### src/rfsc_pkg.sv
/*
 * Package for the RF control-word block: word layout, address codes,
 * field positions, reset values and output-selector codes.
 * Assumes nothing of its surroundings.
 */
package rfsc_pkg;

	localparam int WORD_W = 22;

	// word address codes, two lowest bits of each word
	localparam logic [1:0] ADDR_IF_REF = 2'h0;
	localparam logic [1:0] ADDR_IF_FB  = 2'h1;
	localparam logic [1:0] ADDR_RF_REF = 2'h2;
	localparam logic [1:0] ADDR_RF_FB  = 2'h3;

	// register-port map, word index into the plain port
	localparam logic [1:0] REG_LOAD   = 2'h0;
	localparam logic [1:0] REG_RF_REF = 2'h1;
	localparam logic [1:0] REG_RF_FB  = 2'h2;
	localparam logic [1:0] REG_STATUS = 2'h3;

	// reference word fields
	localparam int REF_DIV_LSB  = 2;
	localparam int REF_DIV_MSB  = 16;
	localparam int REF_POL_BIT  = 17;
	localparam int REF_GAIN_BIT = 18;
	localparam int REF_FLT_BIT  = 19;
	localparam int REF_SELA_BIT = 20;
	localparam int REF_SELB_BIT = 21;

	// feedback word fields
	localparam int FB_SWAL_LSB = 2;
	localparam int FB_SWAL_MSB = 8;
	localparam int FB_BIN_LSB  = 9;
	localparam int FB_BIN_MSB  = 19;
	localparam int FB_PRE_BIT  = 20;
	localparam int FB_PD_BIT   = 21;

	localparam logic [21:0] RF_REF_RESET = 22'h000002;
	localparam logic [21:0] RF_FB_RESET  = 22'h000003;
	localparam logic [1:0]  IF_SEL_RESET = 2'h0;

	// output-selector codes
	localparam logic [3:0] SEL_LOW      = 4'h0;
	localparam logic [3:0] SEL_IF_R     = 4'h1;
	localparam logic [3:0] SEL_RF_R     = 4'h2;
	localparam logic [3:0] SEL_FAST     = 4'h3;
	localparam logic [3:0] SEL_IF_LD    = 4'h4;
	localparam logic [3:0] SEL_IF_N     = 4'h5;
	localparam logic [3:0] SEL_RF_N     = 4'h6;
	localparam logic [3:0] SEL_RST_IF   = 4'h7;
	localparam logic [3:0] SEL_RF_LD    = 4'h8;
	localparam logic [3:0] SEL_IF_R2    = 4'h9;
	localparam logic [3:0] SEL_RF_R2    = 4'ha;
	localparam logic [3:0] SEL_RST_RF   = 4'hb;
	localparam logic [3:0] SEL_BOTH_LD  = 4'hc;
	localparam logic [3:0] SEL_IF_N2    = 4'hd;
	localparam logic [3:0] SEL_RF_N2    = 4'he;
	localparam logic [3:0] SEL_RST_ALL  = 4'hf;

	typedef enum logic [1:0] {
		PD_ACTIVE,
		PD_WAIT,
		PD_DOWN
	} rfsc_pd_type;

endpackage

### src/rfsc_sync.sv
/*
 * Two-flop synchroniser for a vector of asynchronous inputs.
 * Assumes the inputs come from outside i_clk's domain; the first stage is
 * read only by the second.
 */
`timescale 1ns/1ps
module rfsc_sync #(
	parameter int W = 1
) (
	input  wire logic         i_clk,
	input  wire logic         i_rst_b,
	input  wire logic [W-1:0] i_async,
	output logic      [W-1:0] o_sync
);
	logic [W-1:0] stage1;
	logic [W-1:0] next_stage1;
	logic [W-1:0] next_sync;

	always_comb begin
		next_stage1 = i_rst_b ? i_async : '0;
		next_sync   = i_rst_b ? stage1 : '0;
	end

	always_ff @(posedge i_clk) begin
		stage1 <= next_stage1;
		o_sync <= next_sync;
	end
endmodule

### src/rfsc_top.sv
/*
 * RF control-word decoder and multi-function output selector.
 * Software loads 22-bit words over a plain register port; the two lowest
 * bits route each word to the RF reference, RF feedback or IF reference
 * holding, or drop it (IF feedback). Divider, lock-detect and fast-acquire signals arrive from the
 * analog/divider core, asynchronous to i_clk.
 */
// How it works
// - address 10 loads reference, 11 feedback
// - bits 2-16 set reference divide ratio
// - bit 17 selects detector polarity
// - bit 18 selects pump gain
// - bit 19 floats pump immediately
// - float bit picks sync or async power-down
// - feedback bits 2-8 load swallow counter
// - feedback bits 9-19 load binary counter
// - feedback bit 20 selects prescaler modulus
// - feedback bit 21 powers down loop
// - selector gathered from RF and IF words
// - low, reference dividers, open-drain fast acquire
// - lock detect choices, push-pull
// - feedback divider choices, push-pull
// - counter-reset codes, pin driven low
// - address 00 carries IF selector bits
`timescale 1ns/1ps
module rfsc_top
	import rfsc_pkg::*;
(
	input  wire logic        i_clk,
	input  wire logic        i_rst_b,
	input  wire logic [1:0]  i_addr,
	input  wire logic [21:0] i_wdata,
	input  wire logic        i_wr,
	input  wire logic        i_rd,
	input  wire logic        i_pd_event,
	input  wire logic        i_if_ref_div,
	input  wire logic        i_rf_ref_div,
	input  wire logic        i_if_fb_div,
	input  wire logic        i_rf_fb_div,
	input  wire logic        i_if_lock,
	input  wire logic        i_rf_lock,
	input  wire logic        i_fast_acq,
	output logic [21:0]      o_rdata,
	output logic [14:0]      o_reference_divide_value,
	output logic             o_detector_polarity_select,
	output logic             o_pump_gain_select,
	output logic             o_pump_float_select,
	output logic [6:0]       o_swallow_count_value,
	output logic [10:0]      o_binary_count_value,
	output logic             o_prescaler_modulus_select,
	output logic             o_loop_power_down,
	output logic [3:0]       o_multi_function_output_select,
	output logic             o_mfo_out,
	output logic             o_mfo_oe_b,
	output logic             o_if_counter_reset,
	output logic             o_rf_counter_reset
);
	logic [21:0]  rf_ref;
	logic [21:0]  rf_fb;
	logic [1:0]   if_sel;
	logic [21:0]  next_rf_ref;
	logic [21:0]  next_rf_fb;
	logic [1:0]   next_if_sel;
	rfsc_pd_type  pd_state;
	rfsc_pd_type  next_pd_state;
	logic         pd_event_d;
	logic [21:0]  next_rdata;
	logic [7:0]   async_in;
	logic [7:0]   sync_in;
	logic         pd_event_s;
	logic [3:0]   sel;
	logic         next_mfo_out;
	logic         next_mfo_oe_b;
	logic         next_if_rst;
	logic         next_rf_rst;
	logic         load;

	assign async_in = {i_fast_acq, i_rf_lock, i_if_lock, i_rf_fb_div, i_if_fb_div,
		i_rf_ref_div, i_if_ref_div, i_pd_event};

	rfsc_sync #(
		.W(8)
	) u_sync (
		.i_clk   (i_clk),
		.i_rst_b (i_rst_b),
		.i_async (async_in),
		.o_sync  (sync_in)
	);

	assign pd_event_s = sync_in[0] & ~pd_event_d;
	assign load = i_wr && (i_addr == REG_LOAD);

	// word loading
	always_comb begin
		next_rf_ref = rf_ref;
		next_rf_fb  = rf_fb;
		next_if_sel = if_sel;
		if (load) begin
			case (i_wdata[1:0])
				ADDR_RF_REF: next_rf_ref = i_wdata;
				ADDR_RF_FB:  next_rf_fb  = i_wdata;
				ADDR_IF_REF: next_if_sel = {i_wdata[REF_SELA_BIT],
					i_wdata[REF_SELB_BIT]};
				default:     next_if_sel = if_sel;
			endcase
		end
		if (!i_rst_b) begin
			next_rf_ref = RF_REF_RESET;
			next_rf_fb  = RF_FB_RESET;
			next_if_sel = IF_SEL_RESET;
		end
	end

	always_ff @(posedge i_clk) begin
		rf_ref <= next_rf_ref;
		rf_fb  <= next_rf_fb;
		if_sel <= next_if_sel;
	end

	// power-down sequencing: floating pump means no wait for a safe instant
	always_comb begin
		next_pd_state = pd_state;
		case (pd_state)
			PD_ACTIVE: begin
				if (rf_fb[FB_PD_BIT]) begin
					if (rf_ref[REF_FLT_BIT])
						next_pd_state = PD_DOWN;
					else
						next_pd_state = PD_WAIT;
				end
			end
			PD_WAIT: begin
				if (!rf_fb[FB_PD_BIT])
					next_pd_state = PD_ACTIVE;
				else if (rf_ref[REF_FLT_BIT] || pd_event_s)
					next_pd_state = PD_DOWN;
			end
			PD_DOWN: begin
				if (!rf_fb[FB_PD_BIT])
					next_pd_state = PD_ACTIVE;
			end
			default: next_pd_state = PD_ACTIVE;
		endcase
		if (!i_rst_b)
			next_pd_state = PD_ACTIVE;
	end

	always_ff @(posedge i_clk) begin
		pd_state   <= next_pd_state;
		pd_event_d <= i_rst_b ? sync_in[0] : 1'b0;
	end

	// output selector
	assign sel = {rf_ref[REF_SELA_BIT], if_sel[1], rf_ref[REF_SELB_BIT], if_sel[0]};

	always_comb begin
		next_mfo_out  = 1'b0;
		next_mfo_oe_b = 1'b0;
		next_if_rst   = 1'b0;
		next_rf_rst   = 1'b0;
		case (sel)
			SEL_LOW:     next_mfo_out = 1'b0;
			SEL_IF_R, SEL_IF_R2: next_mfo_out = sync_in[1];
			SEL_RF_R, SEL_RF_R2: next_mfo_out = sync_in[2];
			SEL_FAST: begin
				// open drain: pull low only, release otherwise
				next_mfo_out  = 1'b0;
				next_mfo_oe_b = ~sync_in[7];
			end
			SEL_IF_LD:   next_mfo_out = sync_in[5];
			SEL_RF_LD:   next_mfo_out = sync_in[6];
			SEL_BOTH_LD: next_mfo_out = sync_in[5] & sync_in[6];
			SEL_IF_N, SEL_IF_N2: next_mfo_out = sync_in[3];
			SEL_RF_N, SEL_RF_N2: next_mfo_out = sync_in[4];
			SEL_RST_IF:  next_if_rst = 1'b1;
			SEL_RST_RF:  next_rf_rst = 1'b1;
			SEL_RST_ALL: begin
				next_if_rst = 1'b1;
				next_rf_rst = 1'b1;
			end
			default:     next_mfo_out = 1'b0;
		endcase
		if (!i_rst_b) begin
			next_mfo_out  = 1'b0;
			next_mfo_oe_b = 1'b0;
			next_if_rst   = 1'b0;
			next_rf_rst   = 1'b0;
		end
	end

	// read port: data valid the cycle after the strobe only
	always_comb begin
		next_rdata = '0;
		if (i_rd) begin
			case (i_addr)
				REG_RF_REF: next_rdata = rf_ref;
				REG_RF_FB:  next_rdata = rf_fb;
				REG_STATUS: next_rdata = {16'h0000, (pd_state == PD_DOWN),
					(pd_state == PD_WAIT), sel};
				default:    next_rdata = '0;
			endcase
		end
		if (!i_rst_b)
			next_rdata = '0;
	end

	always_ff @(posedge i_clk) begin
		o_rdata <= next_rdata;
		o_reference_divide_value <= rf_ref[REF_DIV_MSB:REF_DIV_LSB];
		o_detector_polarity_select <= rf_ref[REF_POL_BIT];
		o_pump_gain_select <= rf_ref[REF_GAIN_BIT];
		// float tracks the bit directly, not held for any divider edge
		o_pump_float_select <= rf_ref[REF_FLT_BIT];
		o_swallow_count_value <= rf_fb[FB_SWAL_MSB:FB_SWAL_LSB];
		o_binary_count_value <= rf_fb[FB_BIN_MSB:FB_BIN_LSB];
		o_prescaler_modulus_select <= rf_fb[FB_PRE_BIT];
		o_loop_power_down <= (next_pd_state == PD_DOWN);
		o_multi_function_output_select <= sel;
		o_mfo_out <= next_mfo_out;
		o_mfo_oe_b <= next_mfo_oe_b;
		o_if_counter_reset <= next_if_rst;
		o_rf_counter_reset <= next_rf_rst;
	end
endmodule

### config.mk
export PLATFORM = sky130hd
export DESIGN_NAME = rfsc_top
export DESIGN_NICKNAME = d
export VERILOG_FILES = /design/src/rfsc_pkg.sv /design/src/rfsc_sync.sv /design/src/rfsc_top.sv
export SDC_FILE = /design/constraint.sdc
export NUM_CORES = 1
export LEC_CHECK = 0
export BUFFER_PORTS_ARGS = -buffer_cell sky130_fd_sc_hd__buf_2
export CAP_MARGIN = 0
export CORE_MARGIN = 3
export CORE_UTILIZATION = 50
export DETAILED_ROUTE_END_ITERATION = 10
export PLACE_DENSITY = 0.85
export RECOVER_POWER = 50
export SLEW_MARGIN = 20
export SYNTH_ARGS = -nofsm -noshare
export SYNTH_HDL_FRONTEND = slang
export SYNTH_HIERARCHICAL = 1
export SYNTH_SLANG_ARGS = --single-unit
export TNS_END_PERCENT = 50
### constraint.sdc
create_clock -name i_clk -period 1.7 [get_ports i_clk]
set_input_delay 0.425 -clock i_clk [delete_from_list [all_inputs] [get_ports i_clk]]
set_output_delay 0.425 -clock i_clk [all_outputs]
set_load 0.02 [all_outputs]
==> out/metrics.cfg <==
[outcome]
status=completed

[placed_design]
routabilityCongestion=0.790
placed_area_um2=4770
portBuffers=103
dp_hpwl_um=5810

[synthesis]
ys_seq_elements=133
synth_nets=402
synthDistinctLibCells=33
yosysSeqAreaShare_pct=64.4
syn_area_um2=4140
synthCells=366
yosys_warnings=6
syn_area_per_cell_um2=11.3

[clock_network]
h-tree-depth=4
ctsHoldBuffers=0
clock_tree.root_cell=clkbuf_8
cts_resized=0
cts_inserted_buffers=17
cts.clk_slew.worst_paths_ps=60
postCtsSetupBuffers=0
max-clock-path-buffers=2
clock_sink_count=133
clk-insertion-delay-late_ps=510
cts_tree=done

[final_layout]
synthToLayoutAreaGrowth_pct=28.5
fillCellCount=568
layout.nets=512
drive_gt1_share_pct=33.1
stdcell_area_um2=5310
n_antenna_cell=0

[detailed_routing]
drtIter0Drc=155
vias=2951
antenna_left=0
route.detailed.drc=0
post_drt_wl_per_cell_um=14.8
drtPass1Iterations=4
vias_per_cell=4.99
wl_um=8740

[sta]
tightest_slew_ps=784
rsz0062_at_grt=no
setup_viol=0
fin_tns_setup_ps=0
finalCritPeriodShare_pct=84.4
drv_slew=0
min_period_ps=1430
hold_viol=0
max_slew_margin_pct=47.7
worst_clock_skew_ps=6.74
whs_ps=135
max_freq_mhz=697

[pwr]
clockPowerShare_pct=49.0
p_leak_nw=2.60
p_int_w=0.00512
p_comb_share_pct=3.7
ir_drop_uv=820
power_density_nw_per_um2=1270
netSwitchingPower_w=0.00162
pwr-share-seq_pct=47.3
switching_share_pct=24.0

[global_route]
grt_usage_pct=19.1
grt_max_degree=34
grt_pass1_vias=2962
grt_overflow_total=0
antenna_found_initial=0
grt_pass1_wl_um=14300

[critical_path]
crit_family=flip-flops
critPathCaptureType=primary output
cp-start-kind=register
cpPeakStageDelay_ps=340
critPathMaxFanout=1
crit_slowest_cell=dfxtp_1
path_class=register to primary output
crit_path_cell_trace=buf_2
critPathBufInv=1
cp_data_arrival_time_ps=1010
required_ps=1270

[floorplanning]
die_area_um2=9400
start_util_pct=52.4
rows=32
io_pins=104
core_um2=7890
die_x_um=97.0
die_height_um=97.0

[job]
drv_cap=0

[worst_hold_path]
hp-class=input pin to register

power groups by stage:
stage                     Combinational, W  Sequential (W)  Clock (W)
after floorplan                   0.000127         0.00327          0
after global placement            0.000243         0.00325          0
after detailed placement          0.000249         0.00325          0
after CTS                         0.000252         0.00318    0.00334
after global routing              0.000271         0.00319    0.00350
final                             0.000248         0.00318    0.00330
cell type report:
type                    count  area (um^2)  area share (%)
multi-input cells         207         1330            25.0
repair buffers            112          627            11.8
flip-flops and latches    133         2660            50.1
well taps                 102          128            2.40
clock buffers              17          414            7.79
inverters                   5         18.8           0.353
clock inverters            15          134            2.52
state kept, by name (all words and copies together) (netlist names), 2 cells and up:
name                            count
if_sel                              2
o_binary_count_value               11
o_multi_function_output_select      4
o_rdata                            22
o_reference_divide_value           15
o_swallow_count_value               7
pd_state                            2
rf_fb                              22
rf_ref                             22
u_sync/o_sync                       8
u_sync/stage1                       8
stage by stage:
step	utilization, %	setup WS (ps)	std cells	total power, W
floorplan	-	325	366	0.00339
global placement	60.5	202	559	0.00349
detailed placement	60.5	139	559	0.00350
CTS	67.4	241	591	0.00678
global route	67.4	211	591	0.00695
finish	67.4	265	591	0.00674
cell usage in the layout (no fill, tap or decap), types with 3 or more instances in the layout:
| master | instances |
|---|---|
| nand3b_1 | 5 |
| and2_1 | 4 |
| clkinv_4 | 3 |
| nand2_1 | 63 |
| a22oi_1 | 20 |
| mux2_2 | 4 |
| inv_6 | 7 |
| inv_1 | 5 |
| nor2_1 | 23 |
| a21oi_1 | 4 |
| nor2b_1 | 4 |
| buf_4 | 3 |
| buf_2 | 102 |
| inv_8 | 3 |
| o21ai_0 | 6 |
| dfxtp_1 | 133 |
| and2_2 | 12 |
| mux2i_1 | 41 |
| buf_12 | 4 |
| clkbuf_16 | 16 |
cell families after synthesis:
logic type	synth area share [%]
flops	64.4
buf+inv	3.48
mux	11.0
compound gates	5.78
simple gates	15.4
worst paths after layout:
kind | startpoint | end | slack (ps) | cells past startpoint
hold / removal | i_if_lock | u_sync/stage1[5] | 140 | 2
setup / recovery | o_rdata[0] | o_rdata[0] | 270 | 1
setup reg to reg | rf_ref[20] | o_mfo_out | 450 | 3
hold reg to reg | rf_fb[18] | o_binary_count_value[9] | 370 | 0
Yosys cell counts, drive strengths merged:
cell type  number  area [um^2]
clkbuf          8         30.0
mux2i          41          410
a31oi           1         6.26
mux2            4         45.0
nor3            1         5.00
and3            2         12.5
nor2b           4         25.0
a2111oi         1         8.76
and2           18          128
and2b           1         7.51
a211oi          2         15.0
and3b           2         17.5
a21oi           4         20.0
nand3           1         5.00
inv             5         18.8
a22oi          20          150
nor2           23         86.3
or4b            1         10.0
dfxtp         133         2660
o21ai           6         30.0
nor4b           1         23.8
and4b           1         10.0
nand3b          5         37.5
a311oi          1         8.76
nor4            2         12.5
nand2          64          243
buf            13         95.1
nand4           1         12.5
metal layers:
layer	share of wire [%]	vias to the layer above	global-route usage (%)
li1	-	1457	-
met1	41	1365	22.8
met2	50	110	31.1
met3	6.6	19	4.69
met4	2.7	0	11.6
met5	0	-	0
Note: power is estimated with default switching activity, not from simulation.
